## src/rtl/tcc_pkg.sv

```systemverilog
// constants and types shared by the timer channel capture/compare block
// assumes an apb master and an external shared counter and prescaler
package tcc_pkg;

  localparam int NCH = 6;
  localparam int NPAIR = 3;
  localparam int ADDR_W = 12;

  // register map: one 16-byte slot per channel, index in paddr[6:4]
  localparam int CH_SHIFT = 4;
  localparam logic [3:0] OFF_CTRL = 4'h0;
  localparam logic [3:0] OFF_VHI = 4'h4;
  localparam logic [3:0] OFF_VLO = 4'h8;
  localparam logic [7:0] CTRL_RESET = 8'h00;
  localparam int FLAG_BIT = 7;

  // edge/level codes, capture meaning / compare meaning
  localparam logic [1:0] ELS_OFF = 2'h0;
  localparam logic [1:0] ELS_RISE_TOGGLE = 2'h1;
  localparam logic [1:0] ELS_FALL_CLEAR = 2'h2;
  localparam logic [1:0] ELS_ANY_SET = 2'h3;

  typedef struct packed {
    logic channel_event_flag;
    logic channel_irq_enable;
    logic buffered_mode_select;
    logic function_select_bit;
    logic edge_level_select_high;
    logic edge_level_select_low;
    logic overflow_toggle_enable;
    logic full_duty_force;
  } tcc_ctrl_t;

  // view of the shared counter
  typedef struct packed {
    logic [15:0] count;
    logic overflow;
    logic counter_halt;
  } tcc_timer_t;

  typedef enum {
    MODE_OFF,
    MODE_CAPTURE,
    MODE_COMPARE,
    MODE_BUFFERED
  } tcc_mode_t;

endpackage : tcc_pkg

```

## src/rtl/tcc_top.sv

```systemverilog
// six-channel capture/compare/pwm logic of a 16-bit timer, apb slave
// assumes the counter, prescaler and modulo logic sit outside and that
// timer_in.overflow pulses once as the counter wraps from modulo to zero
`timescale 1ns/1ps
`default_nettype none

// How it works
// - capture edge sets flag, latches counter
// - counter equals value sets flag
// - clear flag by read then write zero
// - event after read keeps flag set
// - reset clears flag; writing one ignored
// - irq when enable and flag; reset clears
// - buffer bit only on even channels
// - buffering disables odd partner and pin
// - function bit picks compare or capture
// - edge field zero: function bit presets level
// - edge field zero leaves pin to port
// - capture edges: rise, fall, either
// - compare actions: toggle, clear, set
// - buffer bit forces buffered compare
// - overflow toggle only for compare channels
// - overflow action beats compare action
// - full duty takes effect next period
// - value registers hold capture or compare
// - high byte read blocks capture
// - high byte write blocks compare, odd buffer half only if its function bit is set
// - overflow is wrap from modulo to zero
module tcc_top (
  // clock and reset
  input wire logic clk,
  input wire logic reset,
  // apb slave
  input wire logic psel,
  input wire logic penable,
  input wire logic pwrite,
  input wire logic [tcc_pkg::ADDR_W-1:0] paddr,
  input wire logic [31:0] pwdata,
  output logic [31:0] prdata,
  output logic pready,
  output logic pslverr,
  // shared counter
  input wire tcc_pkg::tcc_timer_t timer_in,
  // channel pins
  input wire logic [5:0] pin_in,
  output logic [5:0] pin_out,
  output logic [5:0] pin_oe_n,
  // interrupt requests
  output logic [5:0] irq_req
);

  tcc_pkg::tcc_ctrl_t ctrl_reg [6];
  logic [15:0] value_reg [6];
  logic [5:0] arm_reg, rlock_reg, wlock_reg, pin_prev_reg, match_prev_reg;
  logic [5:0] out_reg, oe_n_reg, irq_reg, full_eff_reg;
  logic [2:0] active_odd_reg, last_odd_reg;
  logic pready_reg, pslverr_reg;
  logic [31:0] prdata_reg;

  function automatic logic [1:0] els_of(input tcc_pkg::tcc_ctrl_t c);
    return {c.edge_level_select_high, c.edge_level_select_low};
  endfunction : els_of

  function automatic tcc_pkg::tcc_mode_t mode_of(
    input tcc_pkg::tcc_ctrl_t c,
    input logic disabled
  );
    if (disabled || els_of(c) == tcc_pkg::ELS_OFF) begin
      return tcc_pkg::MODE_OFF;
    end else if (c.buffered_mode_select) begin
      return tcc_pkg::MODE_BUFFERED;
    end else if (c.function_select_bit) begin
      return tcc_pkg::MODE_COMPARE;
    end
    return tcc_pkg::MODE_CAPTURE;
  endfunction : mode_of

  // level a pwm stays at when forced to full duty
  function automatic logic full_level(input logic [1:0] els);
    return els != tcc_pkg::ELS_ANY_SET;
  endfunction : full_level

  // apb decode
  logic access, wr_do, rd_do, addr_ok;
  logic [2:0] ch_idx;
  logic [3:0] slot;
  assign ch_idx = paddr[6:4];
  assign slot = paddr[3:0];
  assign addr_ok = (paddr[tcc_pkg::ADDR_W-1:7] == '0)
                 && (ch_idx < 3'h6)
                 && (slot == tcc_pkg::OFF_CTRL || slot == tcc_pkg::OFF_VHI
                     || slot == tcc_pkg::OFF_VLO);
  // effects happen only at the edge where pready is sampled high
  assign access = psel && penable && pready_reg;
  assign wr_do = access && pwrite && addr_ok;
  assign rd_do = access && !pwrite && addr_ok;

  // per-channel decode
  tcc_pkg::tcc_mode_t mode [6];
  logic [5:0] disabled, cap_evt, cmp_evt, drives, wr_ctrl, rd_ctrl;
  logic [5:0] wr_hi, wr_lo, rd_hi, rd_lo, cmp_lock;
  logic [15:0] cmp_val [6];
  logic edge_seen;

  always_comb begin
    edge_seen = 1'b0;
    for (int i = 0; i < 6; i++) begin
      disabled[i] = (i % 2 == 1)
        && ctrl_reg[i - (i % 2)].buffered_mode_select;
      mode[i] = mode_of(ctrl_reg[i], disabled[i]);
      wr_ctrl[i] = wr_do && ch_idx == 3'(i) && slot == tcc_pkg::OFF_CTRL;
      wr_hi[i] = wr_do && ch_idx == 3'(i) && slot == tcc_pkg::OFF_VHI;
      wr_lo[i] = wr_do && ch_idx == 3'(i) && slot == tcc_pkg::OFF_VLO;
      rd_ctrl[i] = rd_do && ch_idx == 3'(i) && slot == tcc_pkg::OFF_CTRL;
      rd_hi[i] = rd_do && ch_idx == 3'(i) && slot == tcc_pkg::OFF_VHI;
      rd_lo[i] = rd_do && ch_idx == 3'(i) && slot == tcc_pkg::OFF_VLO;
      // buffered even channels compare against whichever half is active
      // i | 1 names the odd partner and stays in range for every channel
      if (mode[i] == tcc_pkg::MODE_BUFFERED && active_odd_reg[i / 2]) begin
        cmp_val[i] = value_reg[i | 1];
      end else begin
        cmp_val[i] = value_reg[i];
      end
      cmp_lock[i] = wlock_reg[i]
        || (mode[i] == tcc_pkg::MODE_BUFFERED && wlock_reg[i | 1]);
      case (els_of(ctrl_reg[i]))
        tcc_pkg::ELS_RISE_TOGGLE: edge_seen = pin_in[i] && !pin_prev_reg[i];
        tcc_pkg::ELS_FALL_CLEAR: edge_seen = !pin_in[i] && pin_prev_reg[i];
        tcc_pkg::ELS_ANY_SET: edge_seen = pin_in[i] != pin_prev_reg[i];
        default: edge_seen = 1'b0;
      endcase
      // halted counter and a pending high-byte read both hold captures
      cap_evt[i] = mode[i] == tcc_pkg::MODE_CAPTURE && edge_seen
        && !timer_in.counter_halt && !rlock_reg[i];
      // match fires once as the counter arrives at the value
      cmp_evt[i] = (mode[i] == tcc_pkg::MODE_COMPARE
                    || mode[i] == tcc_pkg::MODE_BUFFERED)
        && timer_in.count == cmp_val[i] && !match_prev_reg[i]
        && !cmp_lock[i];
      drives[i] = mode[i] == tcc_pkg::MODE_COMPARE
               || mode[i] == tcc_pkg::MODE_BUFFERED;
    end
  end

  // control registers and event flags
  always_ff @(posedge clk or posedge reset) begin
    if (reset) begin
      for (int i = 0; i < 6; i++) begin
        ctrl_reg[i] <= tcc_pkg::CTRL_RESET;
      end
    end else begin
      for (int i = 0; i < 6; i++) begin
        if (wr_ctrl[i] && !disabled[i]) begin
          ctrl_reg[i] <= pwdata[7:0];
          ctrl_reg[i].buffered_mode_select <= (i % 2 == 0)
            && pwdata[5];
          // only a zero after an armed read clears; a one never does
          ctrl_reg[i].channel_event_flag <= ctrl_reg[i].channel_event_flag
            && !(arm_reg[i] && !pwdata[tcc_pkg::FLAG_BIT]);
        end
        // a new event wins over any clear in the same cycle
        if (cap_evt[i] || cmp_evt[i]) begin
          ctrl_reg[i].channel_event_flag <= 1'b1;
        end
      end
    end
  end

  // clear-sequence arming: read with flag set, broken by any new event
  always_ff @(posedge clk or posedge reset) begin
    if (reset) begin
      arm_reg <= 6'h00;
    end else begin
      for (int i = 0; i < 6; i++) begin
        if (cap_evt[i] || cmp_evt[i]) begin
          arm_reg[i] <= 1'b0;
        end else if (rd_ctrl[i] && ctrl_reg[i].channel_event_flag) begin
          arm_reg[i] <= 1'b1;
        end else if (wr_ctrl[i]) begin
          arm_reg[i] <= 1'b0;
        end
      end
    end
  end

  // byte coherency locks
  always_ff @(posedge clk or posedge reset) begin
    if (reset) begin
      rlock_reg <= 6'h00;
      wlock_reg <= 6'h00;
    end else begin
      for (int i = 0; i < 6; i++) begin
        if (rd_lo[i]) begin
          rlock_reg[i] <= 1'b0;
        end else if (rd_hi[i] && !ctrl_reg[i].buffered_mode_select
                     && !ctrl_reg[i].function_select_bit) begin
          rlock_reg[i] <= 1'b1;
        end
        if (wr_lo[i]) begin
          wlock_reg[i] <= 1'b0;
        end else if (wr_hi[i] && (ctrl_reg[i].buffered_mode_select
                                  || ctrl_reg[i].function_select_bit)) begin
          wlock_reg[i] <= 1'b1;
        end
      end
    end
  end

  // value registers carry no reset: their content is undefined until used
  always_ff @(posedge clk) begin
    for (int i = 0; i < 6; i++) begin
      if (wr_hi[i]) begin
        value_reg[i][15:8] <= pwdata[7:0];
      end else if (wr_lo[i]) begin
        value_reg[i][7:0] <= pwdata[7:0];
      end else if (cap_evt[i]) begin
        value_reg[i] <= timer_in.count;
      end
    end
  end

  // buffered pairs: last completed write decides the next period's value
  always_ff @(posedge clk or posedge reset) begin
    if (reset) begin
      last_odd_reg <= 3'h0;
      active_odd_reg <= 3'h0;
    end else begin
      for (int p = 0; p < 3; p++) begin
        if (wr_lo[2 * p]) begin
          last_odd_reg[p] <= 1'b0;
        end else if (wr_lo[2 * p + 1]) begin
          last_odd_reg[p] <= 1'b1;
        end
        if (timer_in.overflow) begin
          active_odd_reg[p] <= last_odd_reg[p];
        end
      end
    end
  end

  // channel output level and pin drive
  always_ff @(posedge clk or posedge reset) begin
    if (reset) begin
      out_reg <= 6'h00;
      oe_n_reg <= 6'h3F;
      full_eff_reg <= 6'h00;
      pin_prev_reg <= 6'h00;
      match_prev_reg <= 6'h00;
    end else begin
      pin_prev_reg <= pin_in;
      for (int i = 0; i < 6; i++) begin
        match_prev_reg[i] <= timer_in.count == cmp_val[i];
        // full duty changes only at a period boundary
        if (timer_in.overflow) begin
          full_eff_reg[i] <= ctrl_reg[i].full_duty_force;
        end
        oe_n_reg[i] <= !drives[i];
        if (mode[i] == tcc_pkg::MODE_OFF) begin
          out_reg[i] <= !ctrl_reg[i].function_select_bit;
        end else if (!drives[i]) begin
          out_reg[i] <= out_reg[i];
        end else if (ctrl_reg[i].overflow_toggle_enable
                     && full_eff_reg[i]) begin
          out_reg[i] <= full_level(els_of(ctrl_reg[i]));
        end else if (ctrl_reg[i].overflow_toggle_enable
                     && timer_in.overflow) begin
          out_reg[i] <= !out_reg[i];
        end else if (cmp_evt[i]) begin
          case (els_of(ctrl_reg[i]))
            tcc_pkg::ELS_RISE_TOGGLE: out_reg[i] <= !out_reg[i];
            tcc_pkg::ELS_FALL_CLEAR: out_reg[i] <= 1'b0;
            tcc_pkg::ELS_ANY_SET: out_reg[i] <= 1'b1;
            default: out_reg[i] <= out_reg[i];
          endcase
        end
      end
    end
  end

  // interrupt requests
  always_ff @(posedge clk or posedge reset) begin
    if (reset) begin
      irq_reg <= 6'h00;
    end else begin
      for (int i = 0; i < 6; i++) begin
        irq_reg[i] <= ctrl_reg[i].channel_irq_enable
          && ctrl_reg[i].channel_event_flag && !disabled[i];
      end
    end
  end

  // apb response: one wait state, then pready for a single cycle
  always_ff @(posedge clk or posedge reset) begin
    if (reset) begin
      pready_reg <= 1'b0;
      pslverr_reg <= 1'b0;
      prdata_reg <= 32'h0000_0000;
    end else begin
      pready_reg <= psel && penable && !pready_reg;
      pslverr_reg <= psel && penable && !pready_reg && !addr_ok;
      prdata_reg <= 32'h0000_0000;
      if (psel && penable && !pready_reg && !pwrite && addr_ok) begin
        case (slot)
          tcc_pkg::OFF_CTRL: prdata_reg[7:0] <= disabled[ch_idx]
            ? 8'h00 : ctrl_reg[ch_idx];
          tcc_pkg::OFF_VHI: prdata_reg[7:0] <= value_reg[ch_idx][15:8];
          tcc_pkg::OFF_VLO: prdata_reg[7:0] <= value_reg[ch_idx][7:0];
          default: prdata_reg <= 32'h0000_0000;
        endcase
      end
    end
  end

  assign prdata = prdata_reg;
  assign pready = pready_reg;
  assign pslverr = pslverr_reg;
  assign pin_out = out_reg;
  assign pin_oe_n = oe_n_reg;
  assign irq_req = irq_reg;

endmodule : tcc_top

`default_nettype wire

```

## config.mk

```make
export PLATFORM = sky130hd
export DESIGN_NAME = tcc_top
export DESIGN_NICKNAME = d
export VERILOG_FILES = /design/src/rtl/tcc_pkg.sv /design/src/rtl/tcc_top.sv
export SDC_FILE = /design/constraint.sdc
export NUM_CORES = 1
export LEC_CHECK = 0
export ABC_AREA = 1
export BUFFER_PORTS_ARGS = -buffer_cell sky130_fd_sc_hd__buf_2
export CORE_MARGIN = 2
export CORE_UTILIZATION = 39
export DETAILED_ROUTE_END_ITERATION = 8
export GPL_TIMING_DRIVEN = 0
export PLACE_DENSITY = 0.68
export SLEW_MARGIN = 20
export SYNTH_ARGS = -nofsm -noshare
export SYNTH_HDL_FRONTEND = slang
export SYNTH_SLANG_ARGS = --single-unit
export TNS_END_PERCENT = 10
```

## constraint.sdc

```tcl
create_clock -name clk -period 5.2 [get_ports clk]
set_input_delay 1.04 -clock clk [delete_from_list [all_inputs] [get_ports clk]]
set_output_delay 1.04 -clock clk [all_outputs]
set_load 0.05 [all_outputs]
```

# Word-level counts from Yosys, hierarchy flattened
# Memories as Yosys holds them, arrays and structs flattened.
# Index checks and enable logic that the tools add are counted.
# totals
register_bits,139
ram_bits,96
inputBits,73
out_inout_bits,52
elab_cells,702
n_memories,1
# mem_list
name,depth,width,read_ports,rd_ports_with_merged_regs,wr,line_no,text
value_reg,6,16,7,0,6,tcc_top.sv:53,logic [15:0] value_reg [6];
# classes
n_lt_le_gt_ge,3
eq_ne,61
n_mux,215
bitwise,13
n_reduce_logical,328
# ops
cell,n
32-bit by 3-bit equality test with 1-bit output (second input constant),12
32-bit 2-to-1 mux,8
32-bit by 2-bit equality test with 1-bit output (second input constant),6
32-bit zero test,6
8-bit 2-to-1 mux,22
1-bit logical AND,174
1-bit 2-to-1 mux,154
16-bit equality test,6
1-bit zero test,62
2-bit nonzero test,27
16-bit 2-to-1 mux,3
1-bit case mux with 3 select lines,12
6-bit nonzero test,6
1-bit logical OR,26
2-bit 2-to-1 mux,13
8-bit binary-select mux with 3-bit select,1
2-bit equality test (second input constant),12
8-bit case mux with 3 select lines,1
4-bit nonzero test,6
3-bit AND reduction,6
3-bit nonzero test,6
2-bit by 1-bit equality test with 1-bit output (second input constant),6
2-bit zero test,6
2-bit != test (second input constant),6
other kinds (15),33

# Depth between registers and ports, before layout
# Gate-level depths: netlist of run 1.
# logic_depth
depth_word,16
depth_mapped,16

# Least setup slack after synthesis of run 1
# No wires, ideal clock.
# synth_timing
path_kind,input to register
from,input port pin_in[5]
to,memory value_reg[5][10] (enable)
setup_time_ps,384
arrival_ps,2535
required_time_ps,4816
setup_slack_ps,2281
path_stages,7
path_buffers,0
cell_sequence,inv_1 -> ha_1 -> nor2_1 -> a221oi_1 -> nor4_1 -> inv_1 -> o21ai_0
# synth_rtl
element,line_no,text
start: declaration,tcc_top.sv:45,"input wire logic [5:0] pin_in,"
end: declaration,tcc_top.sv:53,

==> flow_metrics.py, run 1 <==
metrics = {
    "detailed_routing": {
        "finalWirelength_um": 48700,
        "via_per_inst": 5.61,
        "post_drt_wl_per_cell_um": 22.1,
        "first_iter_violations": 1897,
        "vias": 12383,
        "ant_nets": 0,
        "remaining_drc_errors": 0,
        "first_pass_iters": 6,
    },
    "yosys": {
        "ys.flop_type": "dfrtp_1",
        "async_flop_share_pct": 54.5,
        "syn_avg_cell_area_um2": 7.95,
        "synth_top_area_share_pct": 22.2,
        "ys_seq_area_share_pct": 44.5,
        "synth_area_um2": 13000,
        "synth_edf_count": 96,
        "synthCells": 1632,
        "synth.area.top_cells": "edfxtp_1 (22%), dfrtp_1 (21%), nand2_1 (12%), o21ai_0 (5.5%), inv_1 (5.1%)",
        "synth_warnings": 0,
        "yosysTopAreaCell": "edfxtp_1",
        "synth_cell_types": 59,
        "ys_seq_elements": 211,
    },
    "layout": {
        "syn_to_final_growth_pct": 14.1,
        "finalNetCount": 1842,
        "fill_cells": 3210,
        "largest_register_ffs": 96,
        "drive_gt1_share_pct": 14.1,
        "final_cell_area_um2": 14800,
        "n_antenna_cell": 0,
        "post-route-util_pct": 45.4,
    },
    "setup_path": {
        "critPathKind": "primary input to register",
        "worst-path-stages": 7,
        "r2r-start": "ctrl_reg[2]",
        "r2r_slack_ns": 2.24,
        "critPathCapture": "value_reg[3][8]",
        "critPathTopFamily": "compound AO/OA/AOI/OAI gates",
        "cp-start-kind": "primary input",
        "crit_arrival_ns": 3.32,
        "worstSetupEndpointType": "register",
        "crit_slowest_cell": "o21ai_1",
        "crit_path_start": "paddr[1]",
        "path_max_fanout": 10,
        "worstPathRequired_ns": 5.35,
        "path_buf_inv": 3,
        "r2r_cells": 10,
        "cpPeakStageDelay_ns": 0.93,
        "reg2reg_to": "value_reg[5][2]",
        "crit_chain": "buf_2 > nor2_1 > nand2_1 > nor2_2 > buf_4 > clkinv_1 > o21ai_1",
    },
    "cts": {
        "postCtsResizedCells": 0,
        "clkLatencyLatePin_ns": 0.54,
        "tritoncts": "yes",
        "numCtsBuffers": 25,
        "cts_root_buffer": "clkbuf_16",
        "clock-sinks": 211,
        "path_clk_slew_ns": 0.06,
        "cts_buffer_depth": 3,
        "cts_htree_levels": 1,
        "cts-hold-fix-buffers": 0,
        "post_cts_buffers": 0,
    },
    "global_route": {
        "grt_max_degree": 75,
        "grtUsageTotal_pct": 27.5,
        "grt_pass1_vias": 11688,
        "grt_overflow": 0,
        "grt_antenna_before_repair": 1,
        "grt_pass1_wl_um": 71900,
    },
    "timing": {
        "slew_violations": 0,
        "worst_pin_slew_ns": 1.01,
        "fin_ws_ns": 2.04,
        "min_period_over_period_pct": 60.9,
        "min_period_ns": 3.16,
        "setup_viol": 0,
        "fmaxAchievable_mhz": 316,
        "rsz0062_at_grt": "no",
        "finClkSkew_ns": 0.0140,
        "hold_viol": 0,
        "relSlewSlack_pct": 32.5,
    },
    "place": {
        "hpwl_um": 36400,
        "placed_cell_area_um2": 14000,
        "gp_congestion": 1.02,
        "port_buffers": 59,
        "dp_slack_ns": 1.61,
    },
    "floorplan": {
        "die-height_um": 186,
        "ios": 125,
        "core.rowCount": 66,
        "dieArea_um2": 34700,
        "die_w_um": 186,
        "core_area_um2": 32600,
        "start_util_pct": 39.8,
    },
    "power": {
        "total_power_mw": 3.93,
        "leakage_nw": 6.67,
        "pwr_density_cell_nw_per_um2": 266,
        "irDropWorstVdd_uv": 264,
    },
    "flow_run": {
        "cap_violations": 0,
    },
    "worst_hold_path": {
        "worstHoldPathType": "register to register",
    },
    "outcome": {
        "status": "finished, final reports clean",
    },
}
-- tightest hold or removal path: cells and delay by family (launching register included) --
| kind | cells | cell delay (ns) |
|---|---|---|
| flops | 1 | 0.35 |
| simple gates | 2 | 0.11 |
-- logic make-up after synthesis --
group	after synthesis	share of synthesized area, %
AO/OA/AOI/OAI	350	15.4
adder cells (fa/ha/maj)	24	2.32
flip-flops	211	44.5
other	1	0.0289
buffers and inverters	286	10.3
AND/OR/NAND/NOR	710	24.2
XOR/XNOR	50	3.38
-- synth_stat cells (all sizes together), types with 10 or more instances --
cell type / number
clkbuf: 18
buf: 74
xor2: 36
nand2: 431
o21ai: 215
a22oi: 17
ha: 24
inv: 189
nor3: 25
a21oi: 62
nor2: 128
xnor2: 14
dfrtp: 109
o211ai: 11
nor4: 10
edfxtp: 96
nand4: 35
nand3: 69
-- per-layer routing --
metal	GRT usage, %	wire length, µm	vias up
met1	38.1	19600	5819
li1	-	-	5627
met4	11.5	2260	0
met5	0	0	-
met3	6.00	6020	128
met2	41.8	20800	809
-- cells in the final DEF (no fill, tap or decap), types with 4 or more instances in the layout --
master     count
nor4_1         7
clkinv_1       8
o211ai_1      11
clkbuf_8       4
nor2_2        13
a22oi_1       17
o21ai_1       72
nand2_2        8
nand3_1       60
xnor2_1       14
o2111ai_1      8
a21oi_1       61
nand2_1      422
inv_2         14
o21ai_2        9
nor2_1       113
o22ai_1        9
o21ai_0      134
a221oi_1       4
clkbuf_1      25
ha_1          24
or2_2          4
inv_1        174
buf_2         87
dfrtp_1      109
nor3_1        22
nand3_2        6
buf_6         14
conb_1        24
nand4_1       35
edfxtp_1      96
xor2_1        36
clkbuf_16     25
dfstp_2        6
buf_4         34
-- cell type report --
cell class	count	area, µm²	area share, %
multi-input combinational	1158	5960	40.3
clock inverter	10	126	0.854
buffer	92	602	4.07
inverter	194	734	4.96
timing repair buffer	63	345	2.33
clock buffer	36	707	4.78
sequential	211	5770	39.0
tap	442	553	3.74
-- through the flow --
step | TNS, ns | instances | hold slack [ns]
floorplan | 0 | 1655 | 0.442
global placement | -34.68 | 2156 | 0.460
detailed placement | 0 | 2160 | 0.473
CTS | 0 | 2206 | 0.487
global route | 0 | 2206 | 0.514
finish | 0 | 2206 | 0.486
-- where the power goes --
group / total (mW) / switching, mW / internal (mW) / leakage, nW
clock network: 1.81 / 0.723 / 1.09 / 0.402
logic: 0.364 / 0.277 / 0.0873 / 3.92
registers: 1.76 / 0.00423 / 1.75 / 2.35
total: 3.93 / 1.00 / 2.93 / 6.67
-- worst min-delay path by stage --
stage	from	endpoint	cells past startpoint
after floorplan	full_eff_reg[0]	full_eff_reg[0]	2
after global placement	full_eff_reg[0]	full_eff_reg[0]	2
after detailed placement	full_eff_reg[2]	full_eff_reg[2]	2
after CTS	full_eff_reg[2]	full_eff_reg[2]	2
after global routing	full_eff_reg[2]	full_eff_reg[2]	2
final	full_eff_reg[0]	full_eff_reg[0]	2
Power figures use the tool's default switching activity.
==> run 2: changes to the inputs <==
PLACE_DENSITY = 0.71   (was 0.68)
clock period = 2.61 ns   (was 5.2 ns; I/O delays follow)
==> flow_metrics.py, run 2 (same netlist as run 1, synthesis figures left out) <==
metrics = {
    "outcome": {
        "status": "finished with violations",
        "violations": "setup timing",
    },
    "setup_path": {
        "reg2reg_to": "value_reg[2][0]",
        "worstSetupEndpointType": "register",
        "critPathTopFamily": "compound AO/OA/AOI/OAI gates",
        "critPathCapture": "value_reg[1][8]",
        "critPathKind": "primary input to register",
        "worst-path-stages": 7,
        "cp-start-kind": "primary input",
        "cpPeakStageDelay_ns": 0.92,
        "crit_slowest_cell": "o21ai_1",
        "crit_path_start": "paddr[1]",
        "r2r-start": "ctrl_reg[29]",
        "path_buf_inv": 3,
        "crit_arrival_ns": 2.77,
        "r2r_cells": 9,
        "path_max_fanout": 10,
        "crit_chain": "buf_2 > nor2_1 > nand2_1 > nor2_2 > buf_4 > clkinv_1 > o21ai_1",
        "r2r_slack_ns": 0.03,
        "worstPathRequired_ns": 2.76,
    },
    "detailed_routing": {
        "finalWirelength_um": 49400,
        "remaining_drc_errors": 0,
        "ant_nets": 0,
        "vias": 12599,
        "first_iter_violations": 1743,
        "first_pass_iters": 6,
        "via_per_inst": 5.71,
        "post_drt_wl_per_cell_um": 22.4,
    },
    "flow_run": {
        "cap_violations": 0,
    },
    "cts": {
        "cts_htree_levels": 1,
        "clock-sinks": 211,
        "clkLatencyLatePin_ns": 0.54,
        "path_clk_slew_ns": 0.07,
        "cts_root_buffer": "clkbuf_16",
        "cts_buffer_depth": 3,
        "tritoncts": "yes",
        "numCtsBuffers": 24,
    },
    "floorplan": {
        "core_area_um2": 32600,
        "ios": 125,
        "start_util_pct": 39.8,
        "die-height_um": 186,
        "die_w_um": 186,
        "dieArea_um2": 34700,
        "core.rowCount": 66,
    },
    "layout": {
        "finalNetCount": 1845,
        "fill_cells": 3207,
        "n_antenna_cell": 0,
        "multi_input_area_um2": 6030,
        "instances_no_fill": 2208,
        "final_cell_area_um2": 14900,
        "seq_area_um2": 5770,
        "syn_to_final_growth_pct": 15.1,
        "final_cell_mix": "nand2_1 (418), inv_1 (174), o21ai_0 (133), nor2_1 (111), dfrtp_1 (108)",
        "largest_register_ffs": 96,
        "drive_gt1_share_pct": 15.2,
        "final_common_cell": "nand2_1",
    },
    "timing": {
        "finClkSkew_ns": 0.0122,
        "fin_ws_ns": -0.00883,
        "min_period_over_period_pct": 100,
        "worst_pin_slew_ns": 1.06,
        "relSlewSlack_pct": 29.2,
        "slew_violations": 0,
        "fmaxAchievable_mhz": 382,
        "hold_viol": 0,
        "min_period_ns": 2.62,
        "setup_viol": 4,
        "fin_tns_setup_ns": -0.0262,
        "rsz0062_at_grt": "yes",
    },
    "power": {
        "pwr_density_cell_nw_per_um2": 523,
        "irDropWorstVdd_uv": 400,
        "total_power_mw": 7.80,
        "leakage_nw": 6.72,
    },
    "global_route": {
        "grtUsageMet1_pct": 37.9,
        "grt_overflow": 0,
        "globalRouteMet2Util_pct": 41.8,
        "grtUsageTotal_pct": 27.7,
        "busiest_layer": "met2",
        "grt_max_degree": 35,
        "grt_antenna_before_repair": 1,
        "met3_usage_pct": 6.86,
        "grt_pass1_wl_um": 72100,
        "grt_pass1_vias": 11682,
    },
    "place": {
        "numPlacedInstances": 2162,
        "gp_congestion": 1.04,
        "placed_cell_area_um2": 14000,
        "hpwl_um": 36800,
        "port_buffers": 59,
        "dp_slack_ns": -0.486,
    },
    "worst_hold_path": {
        "holdPathStages": 1,
        "worstHoldPathType": "primary input to register",
    },
}
run 2: changes by cell type in the layout (fill, tap and decap cells not counted), moves of 3 or more:
| cell | before | now |
|---|---|---|
| buf_12 | 0 | 3 |
| o21ai_2 | 9 | 13 |
| clkbuf_1 | 25 | 22 |
| nand2_2 | 8 | 12 |
| nand2_1 | 422 | 418 |
| o21ai_1 | 72 | 68 |
run 2: per-layer routing:
| metal | vias up | routed length [µm] |
|---|---|---|
| met5 | - | 0 |
| met4 | 0 | 2330 |
| met3 | 141 | 6200 |
| met2 | 866 | 21100 |
| met1 | 5959 | 19800 |
| li1 | 5633 | - |
run 2: worst register-to-register path: cells and delay by family (launching register included):
kind | cells | cell delay, ns
buf+inv | 4 | 0.75
simple gates | 5 | 1.18
flops | 1 | 0.35
run 2: how the worst min path moves through the flow:
stage                     from  slack [ns]               to
5_1_grt              pin_in[0]        0.12  pin_prev_reg[0]
4_1_cts              pin_in[4]        0.12  pin_prev_reg[4]
3_5_place_dp   full_eff_reg[2]        0.47  full_eff_reg[2]
3_3_place_gp   full_eff_reg[0]        0.46  full_eff_reg[0]
2_1_floorplan  full_eff_reg[0]        0.44  full_eff_reg[0]
6_report             pin_in[4]        0.12  pin_prev_reg[4]
run 2: cell type report:
| cell class | count | share of cell area (%) |
|---|---|---|
| inverters | 194 | 4.91 |
| multi-input cells | 1158 | 40.4 |
| clock inverters | 10 | 0.712 |
| clock buffers | 34 | 4.83 |
| plain buffers | 92 | 4.04 |
| repair buffers | 67 | 2.78 |
| well taps | 442 | 3.70 |
| flip-flops and latches | 211 | 38.6 |
run 2: repair_timing:
action,4_1_cts,5_1_grt
pin swaps,0,1
hold buffers,1,0
hold endpoints to repair,12,0
setup endpoints to repair,50,97
resized for setup,7,13
buffers inserted,0,1
run 2: report_power, final:
part           switching (mW)  internal [mW]  leakage (nW)
logic                   0.558          0.184          3.97
registers             0.00847           3.49          2.35
clock network            1.45           2.12         0.403
run 2: metrics by stage:
| step | hold slack (ns) | util, % |
|---|---|---|
| floorplan | 0.442 | - |
| global placement | 0.457 | 42.6 |
| detailed placement | 0.465 | 43.0 |
| CTS | 0.116 | 45.6 |
| global route | 0.125 | 45.8 |
| finish | 0.120 | 45.8 |
==> run 3: changes to the inputs <==
ABC_AREA = unset   (was 1)
CAP_MARGIN = 20   (was unset)
==> flow_metrics.py, run 3 <==
metrics = {
    "floorplan": {
        "dieArea_um2": 34100,
        "die-height_um": 185,
        "die_w_um": 185,
        "ios": 125,
        "core.rowCount": 66,
        "core_area_um2": 32400,
        "start_util_pct": 39.4,
    },
    "layout": {
        "syn_to_final_growth_pct": 16.5,
        "final_common_cell": "dfrtp_1",
        "fill_cells": 2962,
        "finalNetCount": 1324,
        "final_cell_mix": "dfrtp_1 (109), mux2_2 (96), edfxtp_1 (96), buf_2 (92), xor2_1 (64)",
        "post-route-util_pct": 45.9,
        "largest_register_ffs": 96,
        "drive_gt1_share_pct": 29.8,
    },
    "detailed_routing": {
        "post_drt_wl_per_cell_um": 24.8,
        "ant_nets": 0,
        "vias": 9848,
        "remaining_drc_errors": 0,
        "first_pass_iters": 5,
        "first_iter_violations": 1109,
        "via_per_inst": 5.83,
        "finalWirelength_um": 41800,
    },
    "yosys": {
        "synth_cell_types": 78,
        "synthTopCellsByCount": "dfrtp_1 (109), edfxtp_1 (96), mux2_2 (96)",
        "syn_avg_cell_area_um2": 11.6,
        "synthCells": 1099,
        "yosysTopAreaCell": "edfxtp_1",
        "ys.flop_type": "dfrtp_1",
        "synth_area_um2": 12700,
        "ys_seq_area_share_pct": 45.3,
        "synth_edf_count": 96,
        "synth_warnings": 0,
        "synth_top_area_share_pct": 22.6,
        "ys_seq_elements": 211,
        "async_flop_share_pct": 54.5,
        "synth.area.top_cells": "edfxtp_1 (23%), dfrtp_1 (21%), mux2_2 (8.5%), xor2_1 (4.4%), mux4_2 (4.1%)",
        "yosysMostFrequentCell": "dfrtp_1",
    },
    "cts": {
        "clock-sinks": 211,
        "tritoncts": "yes",
        "cts_buffer_depth": 3,
        "cts_htree_levels": 1,
        "cts_root_buffer": "clkbuf_16",
        "path_clk_slew_ns": 0.06,
        "numCtsBuffers": 24,
        "clkLatencyLatePin_ns": 0.54,
    },
    "global_route": {
        "grt_pass1_wl_um": 60800,
        "grt_pass1_vias": 9664,
        "grt_antenna_before_repair": 0,
        "grtUsageTotal_pct": 24.3,
        "grt_max_degree": 32,
        "grt_overflow": 0,
    },
    "timing": {
        "worst_pin_slew_ns": 1.17,
        "min_period_over_period_pct": 102,
        "fin_ws_ns": -0.0433,
        "rsz0062_at_grt": "yes",
        "whs_ns": 0.0373,
        "fin_tns_setup_ns": -0.331,
        "slew_violations": 0,
        "finClkSkew_ns": 0.0154,
        "relSlewSlack_pct": 22.3,
        "fmaxAchievable_mhz": 377,
        "setup_viol": 8,
        "min_period_ns": 2.65,
        "hold_viol": 0,
    },
    "outcome": {
        "violations": "setup timing",
        "status": "finished with violations",
    },
    "setup_path": {
        "r2r_cells": 6,
        "cpPeakStageDelay_ns": 0.42,
        "critPathKind": "register to register",
        "crit_chain": "buf_2 > nor2_1 > o2111ai_1 > a21oi_4 > buf_6 > or2_2",
        "path_max_fanout": 10,
        "crit_slowest_cell": "a21oi_4",
        "crit_arrival_ns": 2.86,
        "path_buf_inv": 2,
        "r2r-start": "ctrl_reg[29]",
        "worstSetupEndpointType": "register",
        "cp-start-kind": "register",
        "r2r_slack_ns": -0.04,
        "worstPathRequired_ns": 2.82,
        "reg2reg_to": "value_reg[2][6]",
        "critPathTopFamily": "compound AO/OA/AOI/OAI gates",
    },
    "power": {
        "pwr_density_cell_nw_per_um2": 557,
        "total_power_mw": 8.27,
        "leakage_nw": 6.13,
        "irDropWorstVdd_uv": 428,
    },
    "worst_hold_path": {
        "worstHoldPathType": "primary input to async pin",
    },
    "place": {
        "hpwl_um": 30800,
        "gp_congestion": 0.956,
        "port_buffers": 70,
        "dp_slack_ns": -0.710,
    },
    "flow_run": {
        "cap_violations": 0,
    },
}
==> run 3: cell type report <==
type	instances	area (µm²)	area share, %
clock inverter	18	269	1.81
clock buffer	26	618	4.16
buffer	95	537	3.61
multi-input combinational	762	6450	43.4
timing repair buffer	79	454	3.06
antenna	1	2.50	0.0168
sequential	211	5770	38.8
tap	442	553	3.72
inverter	54	206	1.39
==> run 3: timing repair <==
item	4_1_cts	5_1_grt
pin swaps	1	0
gates resized for setup	13	20
buffers inserted	1	0
endpoints found under the setup margin	64	84
hold buffers	0	0
==> run 3: through the flow <==
step	std cells	area [µm²]
floorplan	1122	12800
global placement	1634	13700
detailed placement	1642	13800
CTS	1687	14800
global route	1687	14900
finish	1688	14900
==> run 3: cells by family after synthesis <==
family / share of synthesized area, %
AOI/OAI and AO/OA: 11.1
and+or+nand+nor: 9.97
DFF: 45.3
muxes: 19.9
xor gates and xnor gates: 5.57
other: 0.0294
buffers and inverters: 5.76
adders and majority gates: 2.36
==> run 3: metal layers <==
layer	GRT usage, %	part of all wire [%]	vias up
met5	0	0	-
met4	12.8	5.3	0
met3	4.19	8.7	129
met2	39.4	47	545
met1	31.0	39	4914
li1	-	-	4260
==> run 3: how the worst max path moves through the flow <==
stage	startpoint	end	slack (ns)	cells after the start
3_5_place_dp	paddr[1]	value_reg[5][2]	-0.71	8
6_report	ctrl_reg[29]	value_reg[2][6]	-0.04	6
3_3_place_gp	paddr[1]	value_reg[1][6]	-1.28	7
2_1_floorplan	paddr[1]	value_reg[1][0]	-0.03	6
4_1_cts	pready	value_reg[2][9]	-0.15	6
5_1_grt	ctrl_reg[26]	value_reg[2][3]	-0.18	7
==> run 3: power breakdown <==
group / switching [mW] / internal [mW]
registers: 0.0260 / 3.53
logic: 0.603 / 0.308
clock network: 1.48 / 2.32
total: 2.11 / 6.16
